File: config.mk
export PLATFORM = sky130hd
export DESIGN_NAME = vtsr_top
export DESIGN_NICKNAME = d
export VERILOG_FILES = /design/src/hw/vtsr_pkg.sv /design/src/hw/vtsr_win_if.sv /design/src/hw/vtsr_window.sv /design/src/hw/vtsr_sound.sv /design/src/hw/vtsr_top.sv
export SDC_FILE = /design/constraint.sdc
export NUM_CORES = 1
export LEC_CHECK = 0
export ABC_AREA = 1
export BUFFER_PORTS_ARGS = -buffer_cell sky130_fd_sc_hd__clkbuf_2
export CORE_UTILIZATION = 35
export CTS_CLUSTER_DIAMETER = 50
export DETAILED_ROUTE_END_ITERATION = 16
export HOLD_SLACK_MARGIN = 0.06
export SLEW_MARGIN = 20
export SYNTH_ARGS = -nofsm -noshare
export SYNTH_HDL_FRONTEND = slang
export SYNTH_SLANG_ARGS = --single-unit
File: constraint.sdc
create_clock -name REF_CLK -period 8.6 [get_ports REF_CLK]
set_clock_uncertainty 0.15 [all_clocks]
set_input_delay 0.86 -clock REF_CLK [delete_from_list [all_inputs] [get_ports REF_CLK]]
set_output_delay 0.86 -clock REF_CLK [all_outputs]
set_load 0.01 [all_outputs]
File: src/hw/vtsr_pkg.sv
// Package: constants, field layouts and types for the vertical timing and sound rate block
package vtsr_pkg;

  ////////////////////////////////////////////////////////////////////////////
  // Bus word layout
  localparam int unsigned SEL_MSB      = 31;
  localparam int unsigned SEL_LSB      = 24;
  localparam int unsigned VF_MSB       = 23;
  localparam int unsigned VF_LSB       = 14;
  localparam int unsigned SND_MSB      = 8;
  localparam int unsigned SND_LSB      = 0;
  localparam int unsigned CTL_MSB      = 15;
  localparam int unsigned CTL_LSB      = 0;
  localparam int unsigned VW           = 10;
  localparam int unsigned SND_W        = 9;
  localparam int unsigned CTL_W        = 16;

  ////////////////////////////////////////////////////////////////////////////
  // Register selects carried in the top byte
  localparam logic [7:0] OFS_FRAME_RASTER_PERIOD      = 8'hA0;
  localparam logic [7:0] OFS_VERTICAL_SYNC_WIDTH      = 8'hA4;
  localparam logic [7:0] OFS_VERTICAL_BORDER_BEGIN    = 8'hA8;
  localparam logic [7:0] OFS_VERTICAL_DISPLAY_BEGIN   = 8'hAC;
  localparam logic [7:0] OFS_VERTICAL_DISPLAY_FINISH  = 8'hB0;
  localparam logic [7:0] OFS_VERTICAL_BORDER_FINISH   = 8'hB4;
  localparam logic [7:0] OFS_VERTICAL_POINTER_BEGIN   = 8'hB8;
  localparam logic [7:0] OFS_VERTICAL_POINTER_FINISH  = 8'hBC;
  localparam logic [7:0] OFS_AUDIO_SAMPLE_PERIOD      = 8'hC0;
  localparam logic [7:0] OFS_OPERATING_MODE_CONTROL   = 8'hE0;

  ////////////////////////////////////////////////////////////////////////////
  // Field positions inside the sound and control registers, and the split width of the raster counter
  localparam int unsigned SND_PERIOD_MSB = 7;
  localparam int unsigned SND_RUN_BIT    = 8;
  localparam int unsigned CTL_DMA_LSB    = 4;
  localparam int unsigned CTL_DMA_MSB    = 5;
  localparam int unsigned CTL_INTERLACE  = 6;
  localparam int unsigned CTL_COMPOSITE  = 7;
  localparam int unsigned CTL_DAC_TEST   = 8;
  localparam int unsigned CTL_TEST_LO    = 14;
  localparam int unsigned CTL_TEST_HI    = 15;
  localparam int unsigned SPLIT_W        = 5;

  ////////////////////////////////////////////////////////////////////////////
  // Reset values
  localparam logic [VW-1:0]    VREG_RESET = 10'h000;
  localparam logic [SND_W-1:0] SND_RESET  = 9'h000;
  localparam logic [CTL_W-1:0] CTL_RESET  = 16'h0000;

  ////////////////////////////////////////////////////////////////////////////
  // Timing: one microsecond of REF_CLK cycles split into eighths
  localparam int unsigned CLK_PERIOD_NS      = 25;
  localparam int unsigned MICROSEC_NS        = 1000;
  localparam int unsigned CYC_PER_US         = MICROSEC_NS / CLK_PERIOD_NS;
  localparam int unsigned EIGHTHS_PER_BYTE   = 8;
  localparam int unsigned CYC_PER_EIGHTH_US  = CYC_PER_US / EIGHTHS_PER_BYTE;
  localparam int unsigned PHASE_W            = 11;

  // Counter test modes decoded from control bits 15:14
  typedef enum logic [1:0] {
    TM_NORMAL,
    TM_HCOUNT,
    TM_VLOW,
    TM_VHIGH
  } vtsr_test_type;

endpackage

File: src/hw/vtsr_win_if.sv
// Interface: raster count and limits shared with each window generator
`timescale 1ns/10ps
interface vtsr_win_if;
  import vtsr_pkg::*;
  logic [VW-1:0] count;
  logic          hold;
  logic [VW-1:0] start_v;
  logic [VW-1:0] end_v;
  logic          active;

  modport win (
    input  count,
    input  hold,
    input  start_v,
    input  end_v,
    output active
  );

  modport ctl (
    output count,
    output hold,
    output start_v,
    output end_v,
    input  active
  );
endinterface

File: src/hw/vtsr_window.sv
// Module: one raster window that switches on and off at programmed raster counts
`timescale 1ns/10ps
module vtsr_window (
  input wire logic clk,
  input wire logic srst,
  vtsr_win_if.win  w
);
  import vtsr_pkg::*;

  typedef struct packed {
    logic active;
  } vtsr_win_state_type;

  vtsr_win_state_type st_q;
  vtsr_win_state_type st_d;
  logic [VW:0]        on_at;
  logic [VW:0]        off_at;
  logic [VW:0]        cnt_x;

  ////////////////////////////////////////////////////////////////////////////
  // Match counts: value plus one is the raster where the edge falls
  always_comb begin
    on_at  = {1'b0, w.start_v} + {{VW{1'b0}}, 1'b1};
    off_at = {1'b0, w.end_v} + {{VW{1'b0}}, 1'b1};
    cnt_x  = {1'b0, w.count};
    st_d   = st_q;
    if (w.hold) begin
      st_d.active = 1'b0;
    end else if (cnt_x == off_at) begin
      st_d.active = 1'b0;
    end else if (cnt_x == on_at) begin
      st_d.active = 1'b1;
    end else if (w.count == VREG_RESET) begin
      st_d.active = 1'b0;
    end
  end

  // State register
  always_ff @(posedge clk) begin
    if (srst) begin
      st_q <= '0;
    end else begin
      st_q <= st_d;
    end
  end

  assign w.active = st_q.active;
endmodule

File: src/hw/vtsr_sound.sv
// Module: sound byte rate timer with an eighth-of-period tick for test output
`timescale 1ns/10ps
module vtsr_sound (
  input  wire logic       clk,
  input  wire logic       srst,
  input  wire logic       hold,
  input  wire logic [7:0] period,
  input  wire logic       test8,
  output logic            byte_tick,
  output logic            stereo
);
  import vtsr_pkg::*;

  typedef struct packed {
    logic [PHASE_W-1:0] phase;
    logic [2:0]         eighth;
    logic               tick;
    logic               lr;
    logic               pulse8;
  } vtsr_snd_state_type;

  vtsr_snd_state_type st_q;
  vtsr_snd_state_type st_d;
  logic [PHASE_W-1:0] limit;

  ////////////////////////////////////////////////////////////////////////////
  // Period plus one microseconds, split into eight equal phases
  always_comb begin
    limit = PHASE_W'(({3'b000, period} + 11'h001) * PHASE_W'(CYC_PER_EIGHTH_US)) - 11'h001;
    st_d        = st_q;
    st_d.tick   = 1'b0;
    st_d.pulse8 = 1'b0;
    if (hold) begin
      st_d = '0;
    end else if (st_q.phase >= limit) begin
      st_d.phase  = '0;
      st_d.eighth = st_q.eighth + 3'h1;
      st_d.pulse8 = 1'b1;
      if (st_q.eighth == 3'h7) begin
        st_d.tick = 1'b1;
        st_d.lr   = ~st_q.lr;
      end
    end else begin
      st_d.phase = st_q.phase + 11'h001;
    end
  end

  // State register
  always_ff @(posedge clk) begin
    if (srst) begin
      st_q <= '0;
    end else begin
      st_q <= st_d;
    end
  end

  assign byte_tick = st_q.tick;
  assign stereo    = test8 ? st_q.pulse8 : st_q.lr;
endmodule

File: src/hw/vtsr_top.sv
// Module: vertical raster timing, sound byte rate and mode control
`timescale 1ns/10ps
module vtsr_top (
  input  wire logic                   REF_CLK,
  input  wire logic                   SRST,
  input  wire logic                   REG_WR,
  input  wire logic [31:0]            REG_WDATA,
  input  wire logic                   RASTER_START,
  input  wire logic                   HSYNC_N,
  input  wire logic                   VIDEO_BYTE_HALF,
  input  wire logic [2:0]             VIDEO_WORD,
  input  wire logic                   VIDEO_DMA_ACK,
  input  wire logic [3:0]             SOUND_BYTE,
  input  wire logic [3:0]             GREEN_DAC,
  input  wire logic [3:0]             BLUE_DAC,
  input  wire logic                   DAC_OBSERVE_SELECT,
  output logic                        VERT_SYNC_N,
  output logic                        V_CSYNC_N,
  output logic                        BORDER_ON,
  output logic                        DISPLAY_ON,
  output logic                        CURSOR_ON,
  output logic [vtsr_pkg::VW-1:0]     RASTER_COUNT,
  output logic                        ODD_FIELD,
  output logic                        INTERLACE_ON,
  output logic                        HCOUNT_TEST_STEP,
  output logic                        VIDEO_DMA_REQUEST_N,
  output logic                        SOUND_BYTE_STROBE,
  output logic                        STEREO_POSITION,
  output logic [3:0]                  SOUND_DATA_PINS
);
  import vtsr_pkg::*;

  typedef struct packed {
    logic [VW-1:0]    frame;
    logic [VW-1:0]    vsw;
    logic [VW-1:0]    bbeg;
    logic [VW-1:0]    dbeg;
    logic [VW-1:0]    dfin;
    logic [VW-1:0]    bfin;
    logic [VW-1:0]    pbeg;
    logic [VW-1:0]    pfin;
    logic [SND_W-1:0] snd;
    logic [CTL_W-1:0] ctl;
    logic [VW-1:0]    count;
    logic             field;
    logic             vsync;
    logic             csync_n;
    logic             dma_n;
    logic             hstep;
    logic             sel_meta;
    logic             sel_sync;
    logic [3:0]       sdata;
  } vtsr_state_type;

  vtsr_state_type st_q;
  vtsr_state_type st_d;
  vtsr_test_type  mode;
  logic           hold;
  logic [VW-1:0]  wval;
  logic [7:0]     sel;
  logic [VW-1:0]  limit;
  logic           byte_tick;
  logic           stereo;

  vtsr_win_if border_if ();
  vtsr_win_if display_if ();
  vtsr_win_if cursor_if ();

  ////////////////////////////////////////////////////////////////////////////
  // Decode of the write word, test mode and the timing hold
  always_comb begin
    sel  = REG_WDATA[SEL_MSB:SEL_LSB];
    wval = REG_WDATA[VF_MSB:VF_LSB];
    hold = ~st_q.snd[SND_RUN_BIT];
    unique case ({st_q.ctl[CTL_TEST_HI], st_q.ctl[CTL_TEST_LO]})
      2'b01:   mode = TM_HCOUNT;
      2'b10:   mode = TM_VLOW;
      2'b11:   mode = TM_VHIGH;
      default: mode = TM_NORMAL;
    endcase
    // Interlace: second field runs one raster longer than the first
    limit = st_q.frame + {{(VW-1){1'b0}}, st_q.ctl[CTL_INTERLACE] & st_q.field};
  end

  ////////////////////////////////////////////////////////////////////////////
  // Next state: registers, raster counter, sync, request and pin data
  always_comb begin
    st_d = st_q;
    // Write-only register file selected by the top byte
    if (REG_WR) begin
      unique case (sel)
        OFS_FRAME_RASTER_PERIOD:     st_d.frame = wval;
        OFS_VERTICAL_SYNC_WIDTH:     st_d.vsw   = wval;
        OFS_VERTICAL_BORDER_BEGIN:   st_d.bbeg  = wval;
        OFS_VERTICAL_DISPLAY_BEGIN:  st_d.dbeg  = wval;
        OFS_VERTICAL_DISPLAY_FINISH: st_d.dfin  = wval;
        OFS_VERTICAL_BORDER_FINISH:  st_d.bfin  = wval;
        OFS_VERTICAL_POINTER_BEGIN:  st_d.pbeg  = wval;
        OFS_VERTICAL_POINTER_FINISH: st_d.pfin  = wval;
        OFS_AUDIO_SAMPLE_PERIOD:     st_d.snd   = REG_WDATA[SND_MSB:SND_LSB];
        OFS_OPERATING_MODE_CONTROL:  st_d.ctl   = REG_WDATA[CTL_MSB:CTL_LSB];
        default:                     st_d.frame = st_q.frame;
      endcase
    end

    // Select pin synchroniser
    st_d.sel_meta = DAC_OBSERVE_SELECT;
    st_d.sel_sync = st_q.sel_meta;

    // Raster counter and its test modes
    st_d.hstep = 1'b0;
    if (hold) begin
      st_d.count = VREG_RESET;
      st_d.field = 1'b0;
    end else begin
      unique case (mode)
        TM_VLOW: begin
          st_d.count[SPLIT_W-1:0] = st_q.count[SPLIT_W-1:0] + 5'h01;
        end
        TM_VHIGH: begin
          st_d.count[VW-1:SPLIT_W] = st_q.count[VW-1:SPLIT_W] + 5'h01;
        end
        TM_NORMAL, TM_HCOUNT: begin
          st_d.hstep = (mode == TM_HCOUNT);
          if (RASTER_START) begin
            if (st_q.count >= limit) begin
              st_d.count = VREG_RESET;
              st_d.field = st_q.ctl[CTL_INTERLACE] & ~st_q.field;
            end else begin
              st_d.count = st_q.count + 10'h001;
            end
          end
        end
      endcase
    end

    // Vertical sync spans counts zero to width inclusive
    st_d.vsync = ~hold & (st_q.count <= st_q.vsw);
    if (st_q.ctl[CTL_COMPOSITE]) begin
      st_d.csync_n = ~((~st_q.vsync) ^ HSYNC_N);
    end else begin
      st_d.csync_n = ~st_q.vsync;
    end

    // Video request: raised at chosen word, dropped by first acknowledge
    if (hold | st_q.vsync) begin
      st_d.dma_n = 1'b1;
    end else if (VIDEO_BYTE_HALF && (VIDEO_WORD[1:0] == st_q.ctl[CTL_DMA_MSB:CTL_DMA_LSB])) begin
      st_d.dma_n = 1'b0;
    end else if (VIDEO_DMA_ACK) begin
      st_d.dma_n = 1'b1;
    end

    // Sound pins: normal data or inverted DAC observation
    if (st_q.ctl[CTL_DAC_TEST]) begin
      st_d.sdata = st_q.sel_sync ? ~BLUE_DAC : ~GREEN_DAC;
    end else begin
      st_d.sdata = SOUND_BYTE;
    end
  end

  ////////////////////////////////////////////////////////////////////////////
  // State register
  always_ff @(posedge REF_CLK) begin
    if (SRST) begin
      st_q       <= '0;
      st_q.frame <= VREG_RESET;
      st_q.snd   <= SND_RESET;
      st_q.ctl   <= CTL_RESET;
      st_q.dma_n <= 1'b1;
      st_q.csync_n <= 1'b1;
    end else begin
      st_q <= st_d;
    end
  end

  ////////////////////////////////////////////////////////////////////////////
  // Window generators for border, display and cursor
  assign border_if.count    = st_q.count;
  assign border_if.hold     = hold;
  assign border_if.start_v  = st_q.bbeg;
  assign border_if.end_v    = st_q.bfin;
  assign display_if.count   = st_q.count;
  assign display_if.hold    = hold;
  assign display_if.start_v = st_q.dbeg;
  assign display_if.end_v   = st_q.dfin;
  assign cursor_if.count    = st_q.count;
  assign cursor_if.hold     = hold;
  assign cursor_if.start_v  = st_q.pbeg;
  assign cursor_if.end_v    = st_q.pfin;

  vtsr_window u_border (
    .clk  (REF_CLK),
    .srst (SRST),
    .w    (border_if.win)
  );

  vtsr_window u_display (
    .clk  (REF_CLK),
    .srst (SRST),
    .w    (display_if.win)
  );

  vtsr_window u_cursor (
    .clk  (REF_CLK),
    .srst (SRST),
    .w    (cursor_if.win)
  );

  // Sound byte timer
  vtsr_sound u_sound (
    .clk       (REF_CLK),
    .srst      (SRST),
    .hold      (hold),
    .period    (st_q.snd[SND_PERIOD_MSB:0]),
    .test8     (st_q.ctl[CTL_DAC_TEST]),
    .byte_tick (byte_tick),
    .stereo    (stereo)
  );

  ////////////////////////////////////////////////////////////////////////////
  // Outputs
  assign VERT_SYNC_N         = ~st_q.vsync;
  assign V_CSYNC_N           = st_q.csync_n;
  assign BORDER_ON           = border_if.active;
  assign DISPLAY_ON          = display_if.active;
  assign CURSOR_ON           = cursor_if.active;
  assign RASTER_COUNT        = st_q.count;
  assign ODD_FIELD           = st_q.field;
  assign INTERLACE_ON        = st_q.ctl[CTL_INTERLACE];
  assign HCOUNT_TEST_STEP    = st_q.hstep;
  assign VIDEO_DMA_REQUEST_N = st_q.dma_n;
  assign SOUND_BYTE_STROBE   = byte_tick;
  assign STEREO_POSITION     = stereo;
  assign SOUND_DATA_PINS     = st_q.sdata;
endmodule

### Word-level counts from Yosys, hierarchy flattened

Cells that the tools add are included.

* register bits after elaboration: 146
* input port bits: 55

* magnitude comparators: 3
* equal/unequal tests: 25
* muxes and demuxes: 18
* bitwise logic cells: 14
* add/subtract/negate cells: 14
* $mul: 1
* reductions and logical operators: 32

Operators with widths (number)
* $eq A8 B8 Y1 const B: 10
* $add A10 B1 Y11 const B: 6
* $eq A10 B11 Y1: 6
* $reduce_and A2 Y1: 13
* $pmux W5 S2: 2
* $reduce_or A3 Y1: 6
* $reduce_bool A2 Y1: 6
* $add A11 B1 Y11 const B: 1
* $ge A11 B11 Y1: 1
* $mul A11 B3 Y11 const B: 1
* $mux W11: 1
* $sub A11 B1 Y11 const B: 1
* $add A10 B1 Y10: 1
* $add A10 B1 Y10 const B: 1
* $add A5 B1 Y5 const B: 2
* $ge A10 B10 Y1: 1
* $le A10 B10 Y1: 1
* $logic_not A10 Y1: 1
* $mux W1: 10
* $mux W10: 1
* $add A8 B1 Y9 const B: 1
* $eq A2 B2 Y1 const B: 4
* $mux W4: 2
* $not A4 Y4: 2
* 15 further kinds: 26

### Depth between registers and ports, before layout

Gate-level depths: netlist of run 1.

* word-level depth: 6
* mapped depth: 28
* depth with buffers taken out: 28

### Cells and area by module

A second synthesis of run 1 with hierarchy kept.

* cells, all modules: 1489
* area total of the unflattened synthesis: 9665.5 sq um

Modules (own cells, without submodules)
* vtsr_top: cells each 698, times used 1, seq. area each 2342.2 sq um, area each 5258.8 sq um
* vtsr_window: cells each 178, times used 3, seq. area each 20.0 sq um, area each 855.8 sq um
* vtsr_sound: cells each 257, times used 1, seq. area each 340.3 sq um, area each 1839.3 sq um

### Worst setup path before layout of run 1

OpenSTA, ideal clock, no wires.

* path kind: register to register
* start point: register st_q[37] (netlist name)
* end point: register u_sound.st_q[10] (netlist name)
* data required time: 8.330 ns
* cell stages (with the launch flop): 25
* data arrival time: 3.718 ns
* clock period less this slack: 3.987 ns
* path buffers: 1
* setup time: 0.120 ns
* slack: 4.613 ns
* path through: dfxtp_1 ha_1 nand2_1 inv_1 nand2_1 nand2_1 inv_1 nor2_1 inv_1 fa_1 inv_1 ha_1 inv_1 o31ai_1 nand4_1 o211ai_1 xor2_1 ha_1 nand2_1 nor2_1 nand3_1 and3b_1 nand3_1 buf_2 a21oi_1

* longest elaborated chain between the ends: 5

Ends and longest elaborated chain
* from (decl): line vtsr_top.sv:55 `vtsr_state_type st_q;`
* from (signal assigned): line vtsr_top.sv:173 `st_q <= st_d;`
* $add A8 B1 Y9: line vtsr_sound.sv:29 `limit = PHASE_W'(({3'b000, period} + 11'h001) * PHASE_W'(CYC_PER_EIGHTH_US)) - 11'h001;`
* $mul A11 B3 Y11: line vtsr_sound.sv:29
* $sub A11 B1 Y11: line vtsr_sound.sv:29
* $ge A11 B11 Y1: line vtsr_sound.sv:35 `end else if (st_q.phase >= limit) begin`
* $reduce_or A3 Y1 (no line)
* to (signal assigned): line vtsr_sound.sv:53 `st_q <= st_d;`
* to (decl): line vtsr_sound.sv:22 `vtsr_snd_state_type st_q;`

No other way between the ends.
A chain may end at the register's enable or synchronous reset.

### Final worst setup path of run 1

* start point: register st_q[37] (netlist name)
* end point: register u_sound.st_q[3] (netlist name)

* longest elaborated chain between the ends: 4

Ends and longest elaborated chain (line)
* $add A8 B1 Y9: vtsr_sound.sv:29
* $mul A11 B3 Y11: vtsr_sound.sv:29
* $sub A11 B1 Y11: vtsr_sound.sv:29
* $ge A11 B11 Y1: vtsr_sound.sv:35

No other way between the ends.

==> results.yml, run 1 <==
outcome:
  status: "completed"
clock_tree:
  clkSinkCount: 137
  hold_buffers: 0
  cts-resized-gates: 0
  numCtsBuffers: 17
  cts_buffer_depth: 2
  cts_setup_buffers: 0
  clkTransAtPathRegs_ps: 60
  worstSkewPairLatency_ps: 430
  cts_tree: "done"
  cts-root-buf: "clkbuf_16"
  htreeDepth: 4
logic_synthesis:
  post_synth_inst_count: 1374
  ys.flop_type: "dfxtp_1"
  yosys.cell_types.count: 45
  postSynth.asyncResetShare_pct: 0
  avgSynthCellArea_um2: 6.69
  syn_area_um2: 9200
  synth_edf_count: 0
  synth_nets: 1492
  ys_warn_count: 0
  yosysSeqAreaShare_pct: 29.8
  synth_seq_cells: 137
floorplanning:
  die-area_um2: 26900
  coreArea_um2: 25500
  dieHeight_um: 164
  die_w_um: 164
  start_util_pct: 36.1
  ios: 80
  row_count: 58
sta:
  setup_tns_ps: 0
  hold_viol: 0
  rsz0062_at_grt: "false"
  post-route-min-period_ps: 4810
  slew-limit-headroom_pct: 38.6
  slew_violations: 0
  max_freq_mhz: 208
  worstMarginPinSlew_ps: 919
  fin_crit_sh_pct: 55.9
  setup_viol: 0
detailed_routing:
  vias: 8811
  post_drt_wl_per_cell_um: 15.0
  route.detailed.drc: 0
  viasPerCell: 5.00
  ant_nets: 0
  drt_first_pass_iters: 5
  first_iter_violations: 456
  finalWirelength_mm: 26.4
setup_path:
  r2r-end: "u_sound.st_q[3]$_SDFFE_PP0P_"
  crit_buf_inv: 6
  cp_max_fo: 12
  worst_setup_path_end_kind: "register"
  start_kind: "register"
  critPathRequiredTime_ps: 8750
  worst-r2r-setup-slack_ps: 3790
  cp.depth: 25
  slowest_delay_ps: 490
  arrival_ps: 4960
  crit_end: "u_sound.st_q[3]$_SDFFE_PP0P_"
  path_class: "reg -> reg"
  rr_worst_depth: 25
  cpLargestDelayFamily: "simple AND/OR/NAND/NOR gates"
  slowest_stage: "fa_1"
  cpMostUsedCell: "inv_1"
  crit_start: "st_q[37]$_SDFFE_PP0P_"
  r2r-start: "st_q[37]$_SDFFE_PP0P_"
grt:
  grt_pass1_wl_mm: 42.2
  grt_overflow: 0
  track_usage_pct: 20.6
  grt_max_degree: 89
  grt_pass1_vias: 8176
  antenna_found_initial: 0
power:
  ir_drop_mv: 0.123
  p_total_mw: 1.48
  powerDensity_nw_per_um2: 143
  p_leak_nw: 4.63
worst_hold_path:
  hold_path.class: "reg -> reg"
cells_and_area:
  area_growth_syn_to_layout_pct: 12.7
  diodes: 0
  fillCellCount: 2634
  multi_input_area_um2: 5480
  final_cell_mix: "nand2_1, inv_1, dfxtp_1, nor2_1, a21oi_1"
  final_common_cell: "nand2_1"
  drive_gt1_share_pct: 11.0
  seqCellArea_um2: 2740
  finalNetCount: 1538
run:
  drv_cap: 0
placement:
  gp_congestion: 0.858
  hpwl_mm: 18.5
  portBuffers: 73
[sequential cells by signal, summed over array words and instances, names as in the netlist, 4 cells and up]
register / flops
st_q: 37
u_sound.st_q: 16
RASTER_COUNT: 10
border_if.end_v: 10
border_if.start_v: 10
cursor_if.end_v: 10
cursor_if.start_v: 10
display_if.end_v: 10
display_if.start_v: 10
SOUND_DATA_PINS: 4
[tightest hold or removal path: cells and delay by family, from the launching register on]
family	cells	cell delay, ps
flip-flops	1	290
buffers and inverters	1	40
AND/OR/NAND/NOR	1	30
[metrics by stage]
stage,worst slack (ps),util (%),cells,instance area [µm²],hold slack (ps)
final,3790,40.7,1762,10400,260
after global routing,3310,40.7,1762,10400,288
after global placement,3880,38.2,1731,9730,242
after detailed placement,3800,38.2,1731,9730,251
after CTS,3740,40.6,1762,10400,261
after floorplan,4610,-,1374,9200,238
[worst min-delay path by stage]
stage          cells past startpoint  slack [ps]                from                  to
2_1_floorplan                      2         240  st_d[4]$_SDFF_PP0_  st_q[4]$_SDFF_PP0_
3_3_place_gp                       2         240  st_d[4]$_SDFF_PP0_  st_q[4]$_SDFF_PP0_
3_5_place_dp                       2         250  st_d[4]$_SDFF_PP0_  st_q[4]$_SDFF_PP0_
4_1_cts                            2         260  st_d[4]$_SDFF_PP0_  st_q[4]$_SDFF_PP0_
5_1_grt                            2         290  st_d[4]$_SDFF_PP0_  st_q[4]$_SDFF_PP0_
6_report                           2         260  st_d[4]$_SDFF_PP0_  st_q[4]$_SDFF_PP0_
[cell families after synthesis]
| family | count (synthesis) | synth area share, % |
|---|---|---|
| xor gates and xnor gates | 56 | 5.63 |
| adders and majority gates | 63 | 8.82 |
| and+or+nand+nor | 620 | 29.8 |
| DFF | 137 | 29.8 |
| AOI/OAI and AO/OA | 262 | 15.2 |
| buffers and inverters | 236 | 10.7 |
[power breakdown]
group / switching [mW] / internal [mW] / leakage, nW / total [mW]
sequential: 0.00175 / 0.637 / 1.10 / 0.639
clock: 0.275 / 0.505 / 0.303 / 0.780
combinational: 0.0432 / 0.0200 / 3.22 / 0.0632
total: 0.320 / 1.16 / 4.63 / 1.48
[metal layers]
metal  GRT usage, %  vias up  wire length [µm]  part of all wire [%]
li1               -     4589                 -                     -
met1           24.9     4013             12000                    45
met2           36.9      172             12800                    48
met3           3.43       37              1130                   4.3
met4           6.65        0               491                   1.9
met5              0        -                 0                     0
[cell type report]
cell class / instances / share of cell area (%)
flip-flops and latches: 137 / 26.5
inverters: 182 / 6.59
repair buffers: 81 / 4.10
multi-input cells: 1001 / 52.9
well taps: 330 / 3.98
clock buffers: 23 / 4.61
clock inverters: 8 / 1.38
[cell usage after synthesis (2+ instances only)]
| library cell | number | area [µm²] |
|---|---|---|
| nand2_1 | 308 | 1160 |
| inv_1 | 166 | 623 |
| dfxtp_1 | 137 | 2740 |
| nor2_1 | 127 | 477 |
| a21oi_1 | 121 | 606 |
| o21ai_0 | 98 | 490 |
| nand3_1 | 96 | 480 |
| ha_1 | 60 | 751 |
| xor2_1 | 37 | 324 |
| nand4_1 | 34 | 213 |
| buf_2 | 23 | 115 |
| buf_4 | 18 | 135 |
| xnor2_1 | 17 | 149 |
| inv_2 | 13 | 48.8 |
| a211oi_1 | 12 | 90.1 |
| o21ai_1 | 12 | 60.1 |
| clkbuf_1 | 11 | 41.3 |
| nor3_1 | 9 | 45.0 |
| nor2_2 | 7 | 43.8 |
| nor4_1 | 7 | 43.8 |
| nor3_2 | 6 | 60.1 |
| nand2_2 | 5 | 31.3 |
| o21bai_1 | 5 | 37.5 |
| o221ai_1 | 4 | 35.0 |
| or2_2 | 4 | 25.0 |
| clkinv_1 | 3 | 11.3 |
| fa_1 | 3 | 60.1 |
| nand3b_1 | 3 | 22.5 |
| nor2_4 | 3 | 33.8 |
| o211ai_1 | 3 | 22.5 |
| clkbuf_2 | 2 | 10.0 |
| nor3_4 | 2 | 32.5 |
| nor3b_1 | 2 | 15.0 |
| o21ai_2 | 2 | 17.5 |
| o31ai_1 | 2 | 15.0 |
| or3_1 | 2 | 12.5 |
| xnor3_1 | 2 | 45.0 |
Note: power is estimated with default switching activity, not from simulation.
==> run 2, diff against run 1 <==
==> constraint.sdc (replaced) <==
create_clock -name REF_CLK -period 4.5 [get_ports REF_CLK]
set_clock_uncertainty 0.15 [all_clocks]
set_input_delay 0.45 -clock REF_CLK [delete_from_list [all_inputs] [get_ports REF_CLK]]
set_output_delay 0.45 -clock REF_CLK [all_outputs]
set_load 0.01 [all_outputs]
==> run 2 against run 1 <==
  * Clock power increased by 91%
  * Fmax increased by 15%
  * Total power increased by 91%
  * Cell area increased by 0.69%
  * Sequential power increased by 91%
  * Sequential share of layout area decreased by 0.17 points
  * Highest routed layer unchanged
==> results.yml, run 2 (same netlist as run 1, synthesis figures left out) <==
setup_path:
  cpLargestDelayFamily: "adder cells"
  worst-r2r-setup-slack_ps: 310
  r2r-end: "u_sound.st_q[8]$_SDFF_PP0_"
  path_cells: "ha_1, nand2_1, inv_1, nor2_2, inv_1, fa_1, inv_1, ha_1, a21oi_1, o21ai_0, a21oi_1, nor2_1, nor2_1, xor2_1, ha_1, a21oi_1, o21ai_0, and3b_1, nand3_1, buf_4, nor3b_1"
  slowest_delay_ps: 510
  start_kind: "register"
  rr_worst_depth: 21
  cp.depth: 21
  arrival_ps: 4390
  critPathRequiredTime_ps: 4700
  cp_max_fo: 11
  crit_start: "st_q[37]$_SDFFE_PP0P_"
  path_class: "reg -> reg"
  slowest_stage: "fa_1"
  crit_end: "u_sound.st_q[8]$_SDFF_PP0_"
  r2r-start: "st_q[37]$_SDFFE_PP0P_"
  crit_buf_inv: 4
  worst_setup_path_end_kind: "register"
detailed_routing:
  drt_first_pass_iters: 5
  first_iter_violations: 475
  ant_nets: 0
  route.detailed.drc: 0
  post_drt_wl_per_cell_um: 15.0
  vias: 8908
  viasPerCell: 5.04
  finalWirelength_mm: 26.6
grt:
  grt_pass1_wl_mm: 41.5
  grt_pass1_vias: 8057
  grt_max_degree: 89
  track_usage_pct: 20.1
  antenna_found_initial: 0
  grt_overflow: 0
floorplanning:
  die-area_um2: 26900
  dieHeight_um: 164
  start_util_pct: 36.1
  die_w_um: 164
  row_count: 58
  ios: 80
  coreArea_um2: 25500
cells_and_area:
  diodes: 0
  final_cell_area_um2: 10400
  largest_reg_flops: 37
  finalNetCount: 1543
  fillCellCount: 2668
  regMostFlops: "st_q"
  largest_registers: "st_q x37, u_sound.st_q x16"
  area_growth_syn_to_layout_pct: 13.5
  drive_gt1_share_pct: 11.9
  final_common_cell: "nand2_1"
  final_cell_mix: "nand2_1, inv_1, dfxtp_1, a21oi_1, nor2_1"
sta:
  rsz0062_at_grt: "true"
  post-route-min-period_ps: 4190
  worstMarginPinSlew_ps: 1080
  slew-limit-headroom_pct: 27.4
  max_freq_mhz: 239
  layout_setup_ws_ps: 308
  setup_viol: 0
  slew_violations: 0
  setup_tns_ps: 0
  hold_ws_ps: 80.2
  fin_crit_sh_pct: 93.1
  hold_viol: 0
clock_tree:
  clkTransAtPathRegs_ps: 70
  cts-root-buf: "clkbuf_16"
  cts_buffer_depth: 2
  htreeDepth: 4
  cts_tree: "done"
  clkSinkCount: 137
  worstSkewPairLatency_ps: 430
  numCtsBuffers: 17
  hold_buffers: 0
power:
  p_leak_nw: 4.66
  ir_drop_mv: 0.203
  powerDensity_nw_per_um2: 271
  p_total_mw: 2.83
placement:
  portBuffers: 73
  hpwl_mm: 18.6
  gp_congestion: 0.893
  post-place-ws_ps: 199
  dpl_cell_area_um2: 9770
outcome:
  status: "completed"
run:
  drv_cap: 0
worst_hold_path:
  hold_path.class: "in -> reg"
[run 2: cell types whose count changed in the layout (fill, tap and decap cells not counted), moves of 2 or more]
| cell | before | now |
|---|---|---|
| clkinv_4 | 0 | 3 |
| buf_4 | 8 | 13 |
| nor2_1 | 123 | 120 |
| clkbuf_1 | 3 | 1 |
| nor2_4 | 3 | 5 |
[run 2: layout make-up]
class	count	area (µm²)	share of cell area [%]
clock buffers	22	484	4.64
inverters	182	683	6.55
well taps	330	413	3.96
flip-flops and latches	137	2740	26.3
clock inverters	10	141	1.35
repair buffers	86	463	4.44
multi-input cells	1001	5510	52.8
[run 2: worst min-delay path, cell delays in order]
cell and delay, ps:
clkbuf_2 80, inv_1 40, nor2_1 30
[run 2: timing repair]
| item | 4_1_cts | 5_1_grt |
|---|---|---|
| resized for setup | 0 | 9 |
| setup endpoints to repair | 0 | 17 |
| setup buffers | 0 | 1 |
[run 2: worst min path at each step]
stage | start | to | slack [ps] | cells past startpoint
2_1_floorplan | st_d[4]$_SDFF_PP0_ | st_q[4]$_SDFF_PP0_ | 240 | 2
3_3_place_gp | st_d[4]$_SDFF_PP0_ | st_q[4]$_SDFF_PP0_ | 240 | 2
3_5_place_dp | st_d[4]$_SDFF_PP0_ | st_q[4]$_SDFF_PP0_ | 250 | 2
4_1_cts | DAC_OBSERVE_SELECT | st_d[4]$_SDFF_PP0_ | 70 | 3
5_1_grt | DAC_OBSERVE_SELECT | st_d[4]$_SDFF_PP0_ | 90 | 3
6_report | DAC_OBSERVE_SELECT | st_d[4]$_SDFF_PP0_ | 80 | 3
[run 2: power breakdown]
group | internal [mW] | leakage [nW] | switching, mW
registers | 1.22 | 1.11 | 0.00339
logic | 0.0388 | 3.25 | 0.0836
clock network | 0.932 | 0.302 | 0.555
total | 2.19 | 4.66 | 0.643
[run 2: metrics by stage]
stage,std cells,util [%]
global route,1768,41.0
floorplan,1374,-
detailed placement,1735,38.3
CTS,1767,40.8
finish,1768,41.0
global placement,1735,38.3
[run 2: per-layer routing]
| layer | vias to the layer above | share of wire [%] | global-route usage [%] |
|---|---|---|---|
| li1 | 4599 | - | - |
| met1 | 4074 | 46 | 25.0 |
| met2 | 200 | 48 | 35.6 |
| met3 | 35 | 4.0 | 3.08 |
| met4 | 0 | 1.8 | 5.89 |
| met5 | - | 0 | 0 |
